===== config.mk =====
export PLATFORM = sky130hd
export DESIGN_NAME = mvad_decode
export DESIGN_NICKNAME = d
export VERILOG_FILES = /design/src/hdl/mvad_pkg.sv /design/src/hdl/mvad_decode.sv /design/src/hdl/mvad_perm_check.sv
export SDC_FILE = /design/constraint.sdc
export NUM_CORES = 1
export LEC_CHECK = 0
export BUFFER_PORTS_ARGS = -buffer_cell sky130_fd_sc_hd__buf_2
export CORE_MARGIN = 10
export CORE_UTILIZATION = 35
export CTS_BUF_LIST = sky130_fd_sc_hd__clkbuf_4
export DETAILED_ROUTE_END_ITERATION = 10
export HOLD_SLACK_MARGIN = 0.03
export PLACE_DENSITY = 0.66
export REMOVE_ABC_BUFFERS = 1
export SETUP_SLACK_MARGIN = 0.3
export SLEW_MARGIN = 40
export SYNTH_ARGS = -nofsm -noshare
export SYNTH_HDL_FRONTEND = slang
export SYNTH_SLANG_ARGS = --single-unit

===== constraint.sdc =====
create_clock -name MCLK_I -period 1.8 [get_ports MCLK_I]
set_clock_uncertainty 0.15 [all_clocks]
set_input_delay 0 -clock MCLK_I [delete_from_list [all_inputs] [get_ports MCLK_I]]
set_output_delay 0 -clock MCLK_I [all_outputs]
set_load 0.005 [all_outputs]

===== src/hdl/mvad_pkg.sv =====
// Contract
// - The virtual space is four sections of up to 8K segments each, and every segment is paged.
// - With the smallest page size a segment holds at most sixty-four pages of 2 Kbyte.
// - Each segment carries one of four permission types for every execution level on its own.
// - Each virtual address splits into section, segment, page and byte-offset fields.
// - For 8K pages the section is bits 31:30, segment 29:17, page 16:13 and offset 12:0.
// - The 2K, 4K and 8K page sizes each have a layout, and the page/offset boundary moves with the size.
// - Fault, ready, acknowledge, size, direction and reset lines wire straight to the processor; the decoder has only reset plus open-drain fault and ready.
// - Only one page size is active at a time, chosen by a configuration field.
// - Each level's permission is two bits: 00 none, 01 execute, 10 read/execute, 11 read/write/execute.
// - The requested access is checked against the current level's permission and a fault is raised if refused.
package mvad_pkg;
    localparam int ADDR_W = 32;
    localparam int SECT_W = 2;
    localparam int SEG_W = 13;
    localparam int PAGE_MAX_W = 6;
    localparam int OFS_MAX_W = 13;
    localparam int SECT_LSB = 30;
    localparam int SEG_LSB = 17;
    localparam int OFS_W_2K = 11;
    localparam int OFS_W_4K = 12;
    localparam int OFS_W_8K = 13;
    localparam int SEGS_PER_SECTION = 8192;
    localparam int PAGES_PER_SEG_2K = 64;

    // Page size selection codes.
    typedef enum logic [1:0] {
        MVAD_PG_2K = 2'h0,
        MVAD_PG_4K = 2'h1,
        MVAD_PG_8K = 2'h3
    } mvad_pgsz_t;

    // Per-level permission codes.
    typedef enum logic [1:0] {
        MVAD_PERM_NONE = 2'h0,
        MVAD_PERM_EXEC = 2'h1,
        MVAD_PERM_RDEX = 2'h2,
        MVAD_PERM_RWEX = 2'h3
    } mvad_perm_t;

    // Access kinds requested by the processor.
    typedef enum logic [1:0] {
        MVAD_ACC_FETCH = 2'h0,
        MVAD_ACC_READ = 2'h1,
        MVAD_ACC_WRITE = 2'h3
    } mvad_acc_t;

    // Access check states.
    typedef enum logic [1:0] {
        MVAD_ST_IDLE = 2'h0,
        MVAD_ST_CHECK = 2'h1,
        MVAD_ST_ANSWER = 2'h3
    } mvad_state_t;
endpackage : mvad_pkg

===== src/hdl/mvad_decode.sv =====
`timescale 1ns/1ps
// Virtual address decoder and segment access checker.
module mvad_decode (
    input wire logic MCLK_I,
    input wire logic RST_I,
    input wire logic [1:0] PAGE_SIZE_SEL_I,
    input wire logic VIRTUAL_ADDRESS_FLAG_I,
    input wire logic [31:0] VADDR_I,
    input wire logic [1:0] ACCESS_KIND_I,
    input wire logic [1:0] EXECUTION_MODE_LINES_I,
    input wire logic [7:0] SEGMENT_PERM_I,
    output logic [1:0] SECTION_ID_FIELD_O,
    output logic [12:0] SEGMENT_SELECT_FIELD_O,
    output logic [5:0] PAGE_SELECT_FIELD_O,
    output logic [12:0] PAGE_BYTE_OFFSET_FIELD_O,
    output logic DECODE_VALID_O,
    output logic TRANSLATION_FAULT_OUT_O,
    output logic TRANSLATION_FAULT_OE_O,
    output logic SYNC_READY_OUT_O,
    output logic SYNC_READY_OE_O
);
    logic [1:0] pgsz_s1;
    logic [1:0] pgsz_s2;
    logic [1:0] pgsz;
    logic vad_s1;
    logic vad_s2;
    logic vad_q;
    logic [31:0] vaddr_s1;
    logic [31:0] vaddr_s2;
    logic [1:0] acc_s1;
    logic [1:0] acc_s2;
    logic [1:0] lvl_s1;
    logic [1:0] lvl_s2;
    logic [7:0] perm_s1;
    logic [7:0] perm_s2;
    logic allow;
    mvad_pkg::mvad_state_t state;
    mvad_pkg::mvad_state_t next_state;

    // Byte offset width for a page size code.
    function automatic logic [3:0] ofs_width(input logic [1:0] sel);
        case (sel)
            mvad_pkg::MVAD_PG_2K: ofs_width = 4'(mvad_pkg::OFS_W_2K);
            mvad_pkg::MVAD_PG_4K: ofs_width = 4'(mvad_pkg::OFS_W_4K);
            default: ofs_width = 4'(mvad_pkg::OFS_W_8K);
        endcase
    endfunction : ofs_width

    // Two-stage synchronisers on all pin inputs except clock and reset.
    always_ff @(posedge MCLK_I) begin
        pgsz_s1 <= PAGE_SIZE_SEL_I;
        pgsz_s2 <= pgsz_s1;
        vad_s1 <= VIRTUAL_ADDRESS_FLAG_I;
        vad_s2 <= vad_s1;
        vaddr_s1 <= VADDR_I;
        vaddr_s2 <= vaddr_s1;
        acc_s1 <= ACCESS_KIND_I;
        acc_s2 <= acc_s1;
        lvl_s1 <= EXECUTION_MODE_LINES_I;
        lvl_s2 <= lvl_s1;
        perm_s1 <= SEGMENT_PERM_I;
        perm_s2 <= perm_s1;
    end

    // Latch one page size while idle so a change never splits an access.
    always_ff @(posedge MCLK_I) begin
        if (RST_I) begin
            pgsz <= mvad_pkg::MVAD_PG_8K;
            vad_q <= 1'b0;
        end else begin
            vad_q <= vad_s2;
            if (state == mvad_pkg::MVAD_ST_IDLE) begin
                pgsz <= pgsz_s2;
            end
        end
    end

    mvad_perm_check u_check (
        .perm_word_i(perm_s2),
        .level_i(lvl_s2),
        .access_i(acc_s2),
        .allow_o(allow)
    );

    // Address strobe rising edge starts a check; answer holds until strobe drops.
    always_comb begin
        next_state = state;
        case (state)
            mvad_pkg::MVAD_ST_IDLE: begin
                if (vad_s2 && !vad_q) begin
                    next_state = mvad_pkg::MVAD_ST_CHECK;
                end
            end
            mvad_pkg::MVAD_ST_CHECK: next_state = mvad_pkg::MVAD_ST_ANSWER;
            default: begin
                if (!vad_s2) begin
                    next_state = mvad_pkg::MVAD_ST_IDLE;
                end
            end
        endcase
    end

    always_ff @(posedge MCLK_I) begin
        if (RST_I) begin
            state <= mvad_pkg::MVAD_ST_IDLE;
        end else begin
            state <= next_state;
        end
    end

    // Split the address into its four fields for the active page size.
    always_ff @(posedge MCLK_I) begin
        if (RST_I) begin
            SECTION_ID_FIELD_O <= 2'h0;
            SEGMENT_SELECT_FIELD_O <= 13'h0000;
            PAGE_SELECT_FIELD_O <= 6'h00;
            PAGE_BYTE_OFFSET_FIELD_O <= 13'h0000;
            DECODE_VALID_O <= 1'b0;
        end else begin
            DECODE_VALID_O <= 1'b0;
            if (state == mvad_pkg::MVAD_ST_CHECK) begin
                SECTION_ID_FIELD_O <= vaddr_s2[mvad_pkg::SECT_LSB +: mvad_pkg::SECT_W];
                SEGMENT_SELECT_FIELD_O <= vaddr_s2[mvad_pkg::SEG_LSB +: mvad_pkg::SEG_W];
                // Page field is bits 16 down to the offset width; at most 64 pages.
                PAGE_SELECT_FIELD_O <= 6'(vaddr_s2[16:0] >> ofs_width(pgsz));
                PAGE_BYTE_OFFSET_FIELD_O <= vaddr_s2[12:0] & 13'((17'h00001 << ofs_width(pgsz)) - 17'h00001);
                DECODE_VALID_O <= 1'b1;
            end
        end
    end

    // Open-drain fault and ready: driven low when asserted, released otherwise.
    always_ff @(posedge MCLK_I) begin
        if (RST_I) begin
            TRANSLATION_FAULT_OUT_O <= 1'b0;
            TRANSLATION_FAULT_OE_O <= 1'b0;
            SYNC_READY_OUT_O <= 1'b0;
            SYNC_READY_OE_O <= 1'b0;
        end else if (state == mvad_pkg::MVAD_ST_CHECK) begin
            TRANSLATION_FAULT_OE_O <= !allow;
            SYNC_READY_OE_O <= allow;
        end else if (next_state == mvad_pkg::MVAD_ST_IDLE) begin
            TRANSLATION_FAULT_OE_O <= 1'b0;
            SYNC_READY_OE_O <= 1'b0;
        end
    end
endmodule : mvad_decode


===== src/hdl/mvad_perm_check.sv =====
`timescale 1ns/1ps
// Combinational permission check for one access.
module mvad_perm_check (
    input wire logic [7:0] perm_word_i,
    input wire logic [1:0] level_i,
    input wire logic [1:0] access_i,
    output logic allow_o
);
    logic [1:0] perm;

    // Select the two permission bits of the current level; level 0 sits in the top pair.
    always_comb begin
        perm = perm_word_i[7 - 2 * level_i -: 2];
        case (perm)
            mvad_pkg::MVAD_PERM_NONE: allow_o = 1'b0;
            mvad_pkg::MVAD_PERM_EXEC: allow_o = (access_i == mvad_pkg::MVAD_ACC_FETCH);
            mvad_pkg::MVAD_PERM_RDEX: allow_o = (access_i != mvad_pkg::MVAD_ACC_WRITE);
            default: allow_o = 1'b1;
        endcase
    end
endmodule : mvad_perm_check


==> metrics.md, run 1 <==
| Metric | Value |
|---|---|
| TritonCTS Buffers | 17 |
| Antenna Violating Nets Remaining | 0 |
| GRT Util Overall | 0.1232 |
| CTS tree | built |
| Most frequent cells in the layout | dfxtp_1 (135), dlygate4sd3_1 (95), buf_2 (85) |
| Tmin final | 1.493 ns |
| Worst setup SP type | flop |
| RePlAce Congestion | between 0.7 and 0.8 |
| Post-Synthesis Cells | just under 300 |
| DRC Markers | 0 |
| CP required | 2.07 ns |
| Total power draw | 5.918 mW |
| Number of synthesized flops with an enable pin | 0 |
| Largest net degree at the start of global routing | 37 |
| Chip Height | approximately 120 microns |
| Leak pwr | 2.361 nW |
| Via/cell ratio | around 4.2 |
| Vias in the first global route | between 2000 and 3000 |
| Max Root-Sink Buffers | 2 |
| Leading cell type in the layout, fill and taps excluded | dfxtp_1 |
| I/O Buffers | 85 |
| Hold path depth | 3 |
| WS Path Type | flop to flop |
| Max Fclk | 669.7 MHz |
| Site row count | 36 |
| Setup TNS | 0 ns |
| First-pass GRT wire length | 13.94 mm |
| Die X | 120.9 microns |
| Reg2reg path depth | 3 |
| Starting DRT DRC Count | between 60 and 70 |
| Starting Density | 0.3612 |
| Gr ovfl total | 0 |
| Synthesized area | 3563 sq um |
| TritonCTS Sinks | 136 |
| Synthesized area per cell | 12.00 sq um |
| Ys Warns | 0 |
| Post-DP HPWL | 4.939 mm |
| Placeable Area | 9864 sq um |
| Worst EP arrival | 1.76 ns |
| Hold_ws | about 0.13 ns |
| RSZ-0062 raised after global routing | yes |
| DR WL/cell | 13.34 microns |
| Area added between synthesis and finish | 52.39% |
| FILL cells | 842 |
| Max Slew Vio Count | 0 |
| Fin nets | between 500 and 600 |
| Critical Path Fanout Max | 4 |
| Fin. Hold Viols | 0 |
| Ys async rst share | 0 |
| Clock slew at reported path FFs | 0.12 ns |
| Sequential element share of the synthesized area | 0.7640 |
| I/O pin total | ~90 |
| Final Cycle Share | 0.8296 |
| Post-synth cell types | 28 |
| Status | finished clean |
| # setup viols final | 0 |
| Worst vdd ir | 0.8043 mV |
| Hold Crit Class | input port to flop |
| Number of max-cap violations | 0 |
| Initial antenna violation count | 1 |
| Detailed Route WL | ~8.4 mm |
| Max H-tree Level | 4 |
| Layout cells sized above 1 | 0.2645 |
| Root Buffer | clkbuf_4 |
| Synthesized flop and latch total | 136 |
| Total number of vias | 2649 |
| P per Cell Area | 1090 nW/um^2 |
| Die Area | 14620 sq um |
| Ys flop type | dfxtp_1 |
| Initial DRT Pass Iterations | 4 |
| Type of destination of the critical path | flop |
| Clk_lat worst skew | 0.53 ns |
synthesized netlist by cell type, types with 2 or more instances:
library cell	number	area, sq um
nand2b_1	6	37.54
nand3_1	4	20.02
nor2b_1	4	25.02
nor2_1	4	15.01
o21ai_0	2	10.01
o211ai_1	4	30.03
clkbuf_1	4	15.01
a21oi_1	37	185.2
buf_2	9	45.04
nand3b_1	2	15.01
mux2_2	4	45.04
a211o_1	2	17.52
inv_1	3	11.26
buf_4	2	15.01
mux4_2	2	45.04
dfxtp_1	136	2723
nand2_1	60	225.2
conb_1	2	7.510
power by group:
part	internal [mW]	leakage, nW	switching, mW
clock	0.991	0.160	1.16
combinational	0.303	1.06	0.210
sequential	3.18	1.14	0.0760
cells by family (layout without fill, tap and decap cells):
| family | count (synthesis) | count (layout) | synth area share |
|---|---|---|---|
| flip-flops | 136 | 136 | 0.7640 |
| AND/OR/NAND/NOR | 82 | 82 | 0.09832 |
| AO/OA/AOI/OAI | 50 | 50 | 0.07866 |
| buffers and inverters | 19 | 219 | 0.02528 |
| multiplexers | 7 | 7 | 0.02809 |
| other | 2 | 5 | 0.002108 |
| adder cells (fa/ha/maj) | 1 | 1 | 0.003511 |
flip-flops by register name, indices dropped and copies added, names as in the netlist:
register,cells
PAGE_BYTE_OFFSET_FIELD_O,13
state,2
lvl_s2,2
acc_s1,2
TRANSLATION_FAULT_OE_O,1
perm_s2,8
pgsz_s1,2
pgsz_s2,2
pgsz,2
SECTION_ID_FIELD_O,2
vaddr_s2,32
vad_s1,1
lvl_s1,2
DECODE_VALID_O,1
perm_s1,8
PAGE_SELECT_FIELD_O,6
vad_q,1
SEGMENT_SELECT_FIELD_O,13
acc_s2,2
vad_s2,1
SYNC_READY_OE_O,1
vaddr_s1,32
metrics by stage:
stage,worst slack (ns),cell area [sq um],util,instances
detailed placement,0.3042,4144,0.4201,505
global placement,0.3551,4144,0.4201,505
finish,0.3067,5430,0.5505,633
floorplan,-0.3398,3492,-,283
global route,0.2417,5430,0.5505,633
CTS,0.3209,5415,0.5490,632
cell type report:
| cell class | count | area [sq um] | share of cell area |
|---|---|---|---|
| clock inverters | 15 | 191.4 | 0.03525 |
| repair buffers | 184 | 1435 | 0.2643 |
| inverters | 3 | 11.26 | 0.002074 |
| well taps | 133 | 166.4 | 0.03065 |
| multi-input cells | 144 | 772.0 | 0.1422 |
| clock buffers | 17 | 127.6 | 0.02350 |
| diodes | 1 | 2.502 | 0.0004608 |
| flip-flops and latches | 136 | 2724 | 0.5016 |
per-layer routing:
layer	GRT usage	wire, microns	up-vias
met5	0	0	-
met4	0.04977	119	0
met3	0.06468	603	11
met2	0.2221	4651	66
met1	0.1143	3073	1220
li1	-	-	1352
critical path, stage by stage, from the launching register on:
cell and delay, ns:
dfxtp_2 0.37, mux4_2 0.56, o22ai_1 0.23, o31ai_1 0.09
worst paths after layout:
path	startpoint	endpoint	slack [ns]
max	lvl_s2[0]$_DFF_P_	SYNC_READY_OE_O$_SDFFE_PP0P_	0.31
min	RST_I	state[1]$_SDFF_PP0_	0.13
max reg2reg	lvl_s2[0]$_DFF_P_	SYNC_READY_OE_O$_SDFFE_PP0P_	0.31
min reg2reg	vaddr_s1[29]$_DFF_P_	vaddr_s2[29]$_DFF_P_	0.18
what timing repair did:
action / in CTS / in global routing
resized for setup: 1 / 4
setup endpoints to repair: 1 / 6
hold buffers: 95 / 0
buffers inserted: 0 / 0
hold endpoints to repair: 89 / 0
pin swaps: 0 / 1
gates cloned: 0 / 0
(Power assumes the default switching activity.)
==> run 2: changes to the inputs <==
==> constraint.sdc (replaced) <==
create_clock -name MCLK_I -period 1.4 [get_ports MCLK_I]
set_clock_uncertainty 0.15 [all_clocks]
set_input_delay 0 -clock MCLK_I [delete_from_list [all_inputs] [get_ports MCLK_I]]
set_output_delay 0 -clock MCLK_I [all_outputs]
set_load 0.005 [all_outputs]
==> run 2 against run 1 <==
Against the previous run: critical path depth is the same; non-clock buffer count increased by 23; final area is 18% higher; setup slack got worse by 0.38 ns; die area is the same; register-to-register slack worse by 0.38 ns; via count is 6.8% higher; the run now ends with negative setup slack left; first-iteration DRC count grew 60%.
==> metrics.md, run 2 (synthesized netlist as in run 1, its figures left out) <==
| Metric | Value |
|---|---|
| Final non-filler cell area | around 6400 sq um |
| Logic pwr share | 0.145 |
| Sequential Power Share | 0.557 |
| Cell Chain, Critical Path | mux4_2 > a21oi_1 > o31ai_1 |
| I/O pin total | 88 |
| CTS tree | built |
| FF-to-FF setup slack | -0.08 ns |
| Fin. Hold Viols | 0 |
| Antenna Violating Nets Remaining | 0 |
| Layout cells sized above 1 | 0.5096 |
| End point of the critical path | SYNC_READY_OE_O$_SDFFE_PP0P_ |
| Failing checks | negative setup slack |
| Cells after DPL | 506 |
| Sw Ratio | 0.2715 |
| Site row count | 36 |
| DRC Markers | 0 |
| Worst EP arrival | ~1.7 ns |
| Setup crit start | lvl_s2[0]$_DFF_P_ |
| Largest stage delay, worst path | 0.56 ns |
| WS Path Type | flop to flop |
| Max Fclk | between 600 and 700 MHz |
| Status | finished, violations left |
| Final worst slack | -0.07535 ns |
| Vias in the first global route | 3100 |
| Biggest regs | vaddr_s1 (32), vaddr_s2 (32) |
| Chip Height | roughly 120 microns |
| # setup viols final | 2 |
| RSZ-0062 raised after global routing | yes |
| Detailed Route WL | 9.988 mm |
| Hold_ws | approximately 0.17 ns |
| Largest net degree at the start of global routing | 37 |
| Reg2reg path depth | 3 |
| Clk_lat worst skew | approximately 0.49 ns |
| Starting Density | 0.3612 |
| WP depth | 3 |
| CP required | between 1.5 and 2 ns |
| Total number of vias | 2830 |
| Area added between synthesis and finish | 79.85% |
| Placeable Area | 9864 sq um |
| Gr ovfl total | 0 |
| Worst setup SP type | flop |
| Critical Path Fanout Max | 4 |
| Post-DP HPWL | 4.900 mm |
| Max H-tree Level | 4 |
| Via/cell ratio | approximately 4.3 |
| Clock Power Share | 0.298 |
| Clock slew at reported path FFs | 0.13 ns |
| Type of destination of the critical path | flop |
| Final Cycle Share | 1.054 |
| Bufs and invs on worst path | 0 |
| Crit Reg-Reg Startpoint | lvl_s2[0]$_DFF_P_ |
| Die X | 120.9 microns |
| Int Pwr | ~5.6 mW |
| Max Slew Vio Count | 0 |
| Starting DRT DRC Count | 104 |
| Root Buffer | clkbuf_4 |
| TritonCTS Sinks | 136 |
| DR WL/cell | 15.23 microns |
| P per Cell Area | 1191 nW/um^2 |
| Most frequent cells in the layout | dfxtp_1 (95), dlygate4sd3_1 (95), buf_2 (50) |
| Switch Pwr | 2.073 mW |
| GRT Util Overall | 0.1334 |
| Setup TNS | -0.1325 ns |
| Die Area | 14620 sq um |
| Initial DRT Pass Iterations | 4 |
| Tmin final | 1.475 ns |
| Fin nets | 559 |
| RePlAce Congestion | 0.7711 |
| Leak pwr | 2.790 nW |
| Initial antenna violation count | 0 |
| Placed cell area | 4151 sq um |
| FILL cells | 726 |
| Hold Crit Class | input port to flop |
| First-pass GRT wire length | 15.24 mm |
| Non-filler cells, final | 656 |
| Max Root-Sink Buffers | 2 |
| Cell family contributing the most delay on the critical path | multiplexers |
| I/O Buffers | 85 |
| Worst vdd ir | around 0.86 mV |
| Number of max-cap violations | 0 |
| Crit Reg-Reg Endpoint | SYNC_READY_OE_O$_SDFFE_PP0P_ |
| CP max-delay cell | mux4_2 |
| TritonCTS Buffers | 17 |
[run 2: changes by cell type in the layout (fill, tap and decap cells not counted), sizes merged]
| cell | before | now |
|---|---|---|
| buf | 89 | 110 |
| bufinv | 3 | 0 |
| clkbuf | 17 | 20 |
| clkinvlp | 3 | 4 |
| inv | 8 | 9 |
[run 2: how the worst min path moves through the flow]
stage	start	endpoint	slack [ns]	cells after the start
after CTS	RST_I	state[1]$_SDFF_PP0_	0.13	3
after global placement	SEGMENT_PERM_I[7]	perm_s1[7]$_DFF_P_	-0.05	1
after floorplan	ACCESS_KIND_I[0]	acc_s1[0]$_DFF_P_	-0.12	0
final	RST_I	state[1]$_SDFF_PP0_	0.17	3
after detailed placement	VADDR_I[3]	vaddr_s1[3]$_DFF_P_	-0.05	1
after global routing	RST_I	state[1]$_SDFF_PP0_	0.16	3
[run 2: metal layers]
metal  track usage  vias to the layer above  routed length (microns)
met5             0                        -                        0
met4       0.04827                        0                      116
met3       0.05072                       10                      495
met2        0.2551                       61                     5777
met1        0.1252                     1352                     3597
li1              -                     1407                        -
[run 2: metrics by stage]
stage,utilization,setup slack [ns],total power [mW]
CTS,0.6090,-0.05249,7.499
finish,0.6497,-0.07535,7.633
floorplan,-,-0.7398,4.456
detailed placement,0.4209,-0.08152,4.722
global placement,0.4209,-0.05855,4.702
global route,0.6494,-0.1173,7.969
[run 2: layout make-up]
class / instances / area [sq um] / area share
Antenna cell: 1 / 2.502 / 0.0003905
Clock buffer: 18 / 135.1 / 0.02109
Clock inverter: 14 / 115.1 / 0.01796
Inverter: 3 / 11.26 / 0.001757
Multi-Input combinational cell: 144 / 1179 / 0.1839
Sequential cell: 136 / 2781 / 0.4340
Tap cell: 133 / 166.4 / 0.02597
Timing Repair Buffer: 207 / 2018 / 0.3149
[run 2: worst reg2reg max path, delay by kind of cell (launching register included)]
kind	cells	cell delay (ns)
mux	1	0.56
flops	1	0.37
compound gates	2	0.30
[run 2: power by group through the flow]
stage,clock network (mW),registers [mW],logic (mW)
floorplan,0,4.26,0.195
global placement,0,4.27,0.435
detailed placement,0,4.28,0.445
CTS,2.33,4.23,0.941
global route,2.50,4.27,1.20
finish,2.27,4.25,1.11
[run 2: what timing repair did]
action,4_1_cts,5_1_grt
resized for setup,145,64
gates cloned,6,2
hold buffers,95,0
endpoints found under the setup margin,78,78
hold endpoints to repair,89,0
pin swaps,36,23
buffers inserted,8,6
==> run 3: changes to the inputs <==
--- a/config.mk
+++ b/config.mk
@@ -14,7 +14,8 @@
 export PLACE_DENSITY = 0.66
 export REMOVE_ABC_BUFFERS = 1
 export SETUP_SLACK_MARGIN = 0.3
-export SLEW_MARGIN = 40
+export SLEW_MARGIN = 20
 export SYNTH_ARGS = -nofsm -noshare
 export SYNTH_HDL_FRONTEND = slang
+export SYNTH_HIERARCHICAL = 1
 export SYNTH_SLANG_ARGS = --single-unit
==> run 3 against run 2 <==
Against the previous run: register-to-register slack lost 0.13 ns; synthesized cell count down 0.34%; routed wire length is 2.4% lower; clock power grew 23%; the flow finishes with violations (negative hold slack, negative setup slack); hold slack lost 0.47 ns; via count shrank 2.0%; sequential power hardly changed; final cell count is 1.1% lower; flip-flop and latch count unchanged.
==> metrics.md, run 3 <==
| Metric | Value |
|---|---|
| Tmin final | between 1.5 and 2 ns |
| Ys async rst share | 0 |
| P per Cell Area | 1285 nW/um^2 |
| Placed cell area | between 4000 and 5000 sq um |
| Placeable Area | 9864 sq um |
| Final non-filler cell area | 6291 sq um |
| Utilization after layout | 0.6377 |
| Detail Route met2 WL | 5.546 mm |
| I/O pin total | 88 |
| Synthesized area per cell | 12.03 sq um |
| Sequential Power Share | 0.525 |
| Post-Synthesis Cells | between 200 and 300 |
| Synthesized area | approximately 3600 sq um |
| DR WL/cell | 15.01 microns |
| I/O Buffers | 85 |
| Switch Pwr | slightly above 2 mW |
| Gr ovfl total | 0 |
| Routed length on met3 | around 610 microns |
| Biggest regs | vaddr_s1 (32), vaddr_s2 (32) |
| Max Root-Sink Buffers | 2 |
| Antenna Violating Nets Remaining | 0 |
| Failing checks | negative hold slack, negative setup slack |
| Initial DRT Pass Iterations | 4 |
| Fin nets | roughly 550 |
| Site row count | 36 |
| Max Fclk | approximately 620 MHz |
| Clk_lat worst skew | 0.53 ns |
| Root Buffer | clkbuf_4 |
| Worst vdd ir | approximately 0.84 mV |
| Total power draw | 8.082 mW |
| Logic pwr share | 0.128 |
| Starting Density | 0.3611 |
| # setup viols final | 2 |
| CP required | 1.66 ns |
| Area added between synthesis and finish | 76.61% |
| Clock Power Share | 0.346 |
| WS Path Type | flop to flop |
| Number of synthesized flops with an enable pin | 0 |
| Post-DP HPWL | 4.842 mm |
| Top routing layer in use | met4 |
| Synth top area cells | dfxtp_1 (76%), nand2_1 (6.4%), a21oi_1 (5.3%) |
| Count leader, synth | dfxtp_1 |
| Top cell type's share of synthesized area | 0.7643 |
| First-pass GRT wire length | 14.95 mm |
| Max Slew Vio Count | 0 |
| Worst EP arrival | 1.87 ns |
| GRT Util Overall | 0.1326 |
| Number of max-cap violations | 0 |
| Cell Chain, Critical Path | mux4_2 > a21oi_2 > a21oi_2 > a32oi_1 > nor2_1 |
| Metal-1 WL | 3.412 mm |
| Type of destination of the critical path | flop |
| Critical Path Fanout Max | 2 |
| Layout cells sized above 1 | 0.4680 |
| Bufs and invs on worst path | 0 |
| Detailed Route WL | 9.744 mm |
| Synthesized flop and latch total | 136 |
| Ys Warns | 6 |
| FILL cells | 762 |
| Fin. Hold Viols | 37 |
| Total number of vias | 2772 |
| Max H-tree Level | 4 |
| Leak pwr | 2.728 nW |
| TritonCTS Buffers | 17 |
| CTS tree | built |
| TritonCTS Sinks | 136 |
| RSZ-0062 raised after global routing | yes |
| Synth top cells by count | dfxtp_1 (136), nand2_1 (61), a21oi_1 (38) |
| Vias in the first global route | 3021 |
| CP max-delay cell | mux4_2 |
| Post-synth cell types | 23 |
| Worst setup SP type | flop |
| Sw Ratio | 0.2532 |
| Die Area | 14610 sq um |
| Via/cell ratio | 4.271 |
| Sequential element share of the synthesized area | 0.7643 |
| DRC Markers | 0 |
| Int Pwr | 6.035 mW |
| RePlAce Congestion | just under 0.8 |
| Largest net degree at the start of global routing | 22 |
| Most frequent cells in the layout | dfxtp_1 (97), dlygate4sd3_1 (95), buf_2 (51) |
| Starting DRT DRC Count | 102 |
| Hold Crit Class | input port to flop |
| Initial antenna violation count | 1 |
| Final Cycle Share | 1.148 |
| Hold_ws | -0.2968 ns |
| Final worst slack | -0.2066 ns |
| Setup TNS | -0.3423 ns |
| Die X | about 120 microns |
| Cell mode on critical path | a21oi_2 |
| Cell family contributing the most delay on the critical path | multiplexers |
| Ys flop type | dfxtp_1 |
| Leading cell type in the layout, fill and taps excluded | dfxtp_1 |
| Yosys top cell by area | dfxtp_1 |
| Largest stage delay, worst path | 0.54 ns |
| Chip Height | 120.9 microns |
| Clock slew at reported path FFs | roughly 0.12 ns |
| CTS Hold Bufs | 95 |
| Status | finished, violations left |
## run 3: per-layer routing
metal,global-route usage,vias to the layer above
met1,0.1200,1301
met3,0.05491,16
met2,0.2490,72
met5,0,-
met4,0.06335,0
li1,-,1383
## run 3: layout make-up
type / instances / area (sq um) / share of cell area
antenna: 1 / 2.502 / 0.0003978
clock buffer: 17 / 127.6 / 0.02029
tap: 133 / 166.4 / 0.02645
clock inverter: 15 / 188.9 / 0.03003
multi-input combinational: 143 / 1079 / 0.1714
inverter: 2 / 7.507 / 0.001193
timing repair buffer: 202 / 1943 / 0.3089
sequential: 136 / 2776 / 0.4413
## run 3: through the flow
stage,instances,worst slack [ns]
finish,649,-0.2066
global route,649,-0.3057
CTS,643,-0.1813
detailed placement,506,-0.2195
global placement,506,-0.1680
floorplan,281,-0.7502
## run 3: cell families after synthesis
family	after synthesis	share of synthesized area
buf+inv	19	0.03021
fa+ha+maj	1	0.003512
compound gates	49	0.07446
flops	136	0.7643
simple gates	82	0.09729
other cells	2	0.002108
mux	7	0.02810
## run 3: repair_timing
item,CTS,global route
gates cloned,5,0
buffers inserted,5,5
hold endpoints to repair,89,37
pin swaps,27,24
setup endpoints to repair,76,76
resized for setup,132,47
## run 3: final timing paths
path | from | endpoint | slack [ns] | depth (start not counted)
max | lvl_s2[0]$_DFF_P_ | SYNC_READY_OE_O$_SDFFE_PP0P_ | -0.21 | 5
max reg2reg | lvl_s2[0]$_DFF_P_ | SYNC_READY_OE_O$_SDFFE_PP0P_ | -0.21 | 5
min | RST_I | TRANSLATION_FAULT_OE_O$_SDFFE_PP0P_ | -0.30 | 2
min reg2reg | vaddr_s1[26]$_DFF_P_ | vaddr_s2[26]$_DFF_P_ | 0.19 | 0
## run 3: power by group through the flow
stage                     clock (mW)  combinational (mW)  sequential [mW]
after floorplan                    0               0.189             4.26
after global placement             0               0.444             4.27
after detailed placement           0               0.456             4.28
after CTS                       2.85               0.920             4.23
after global routing            3.02                1.12             4.27
final                           2.80                1.04             4.24
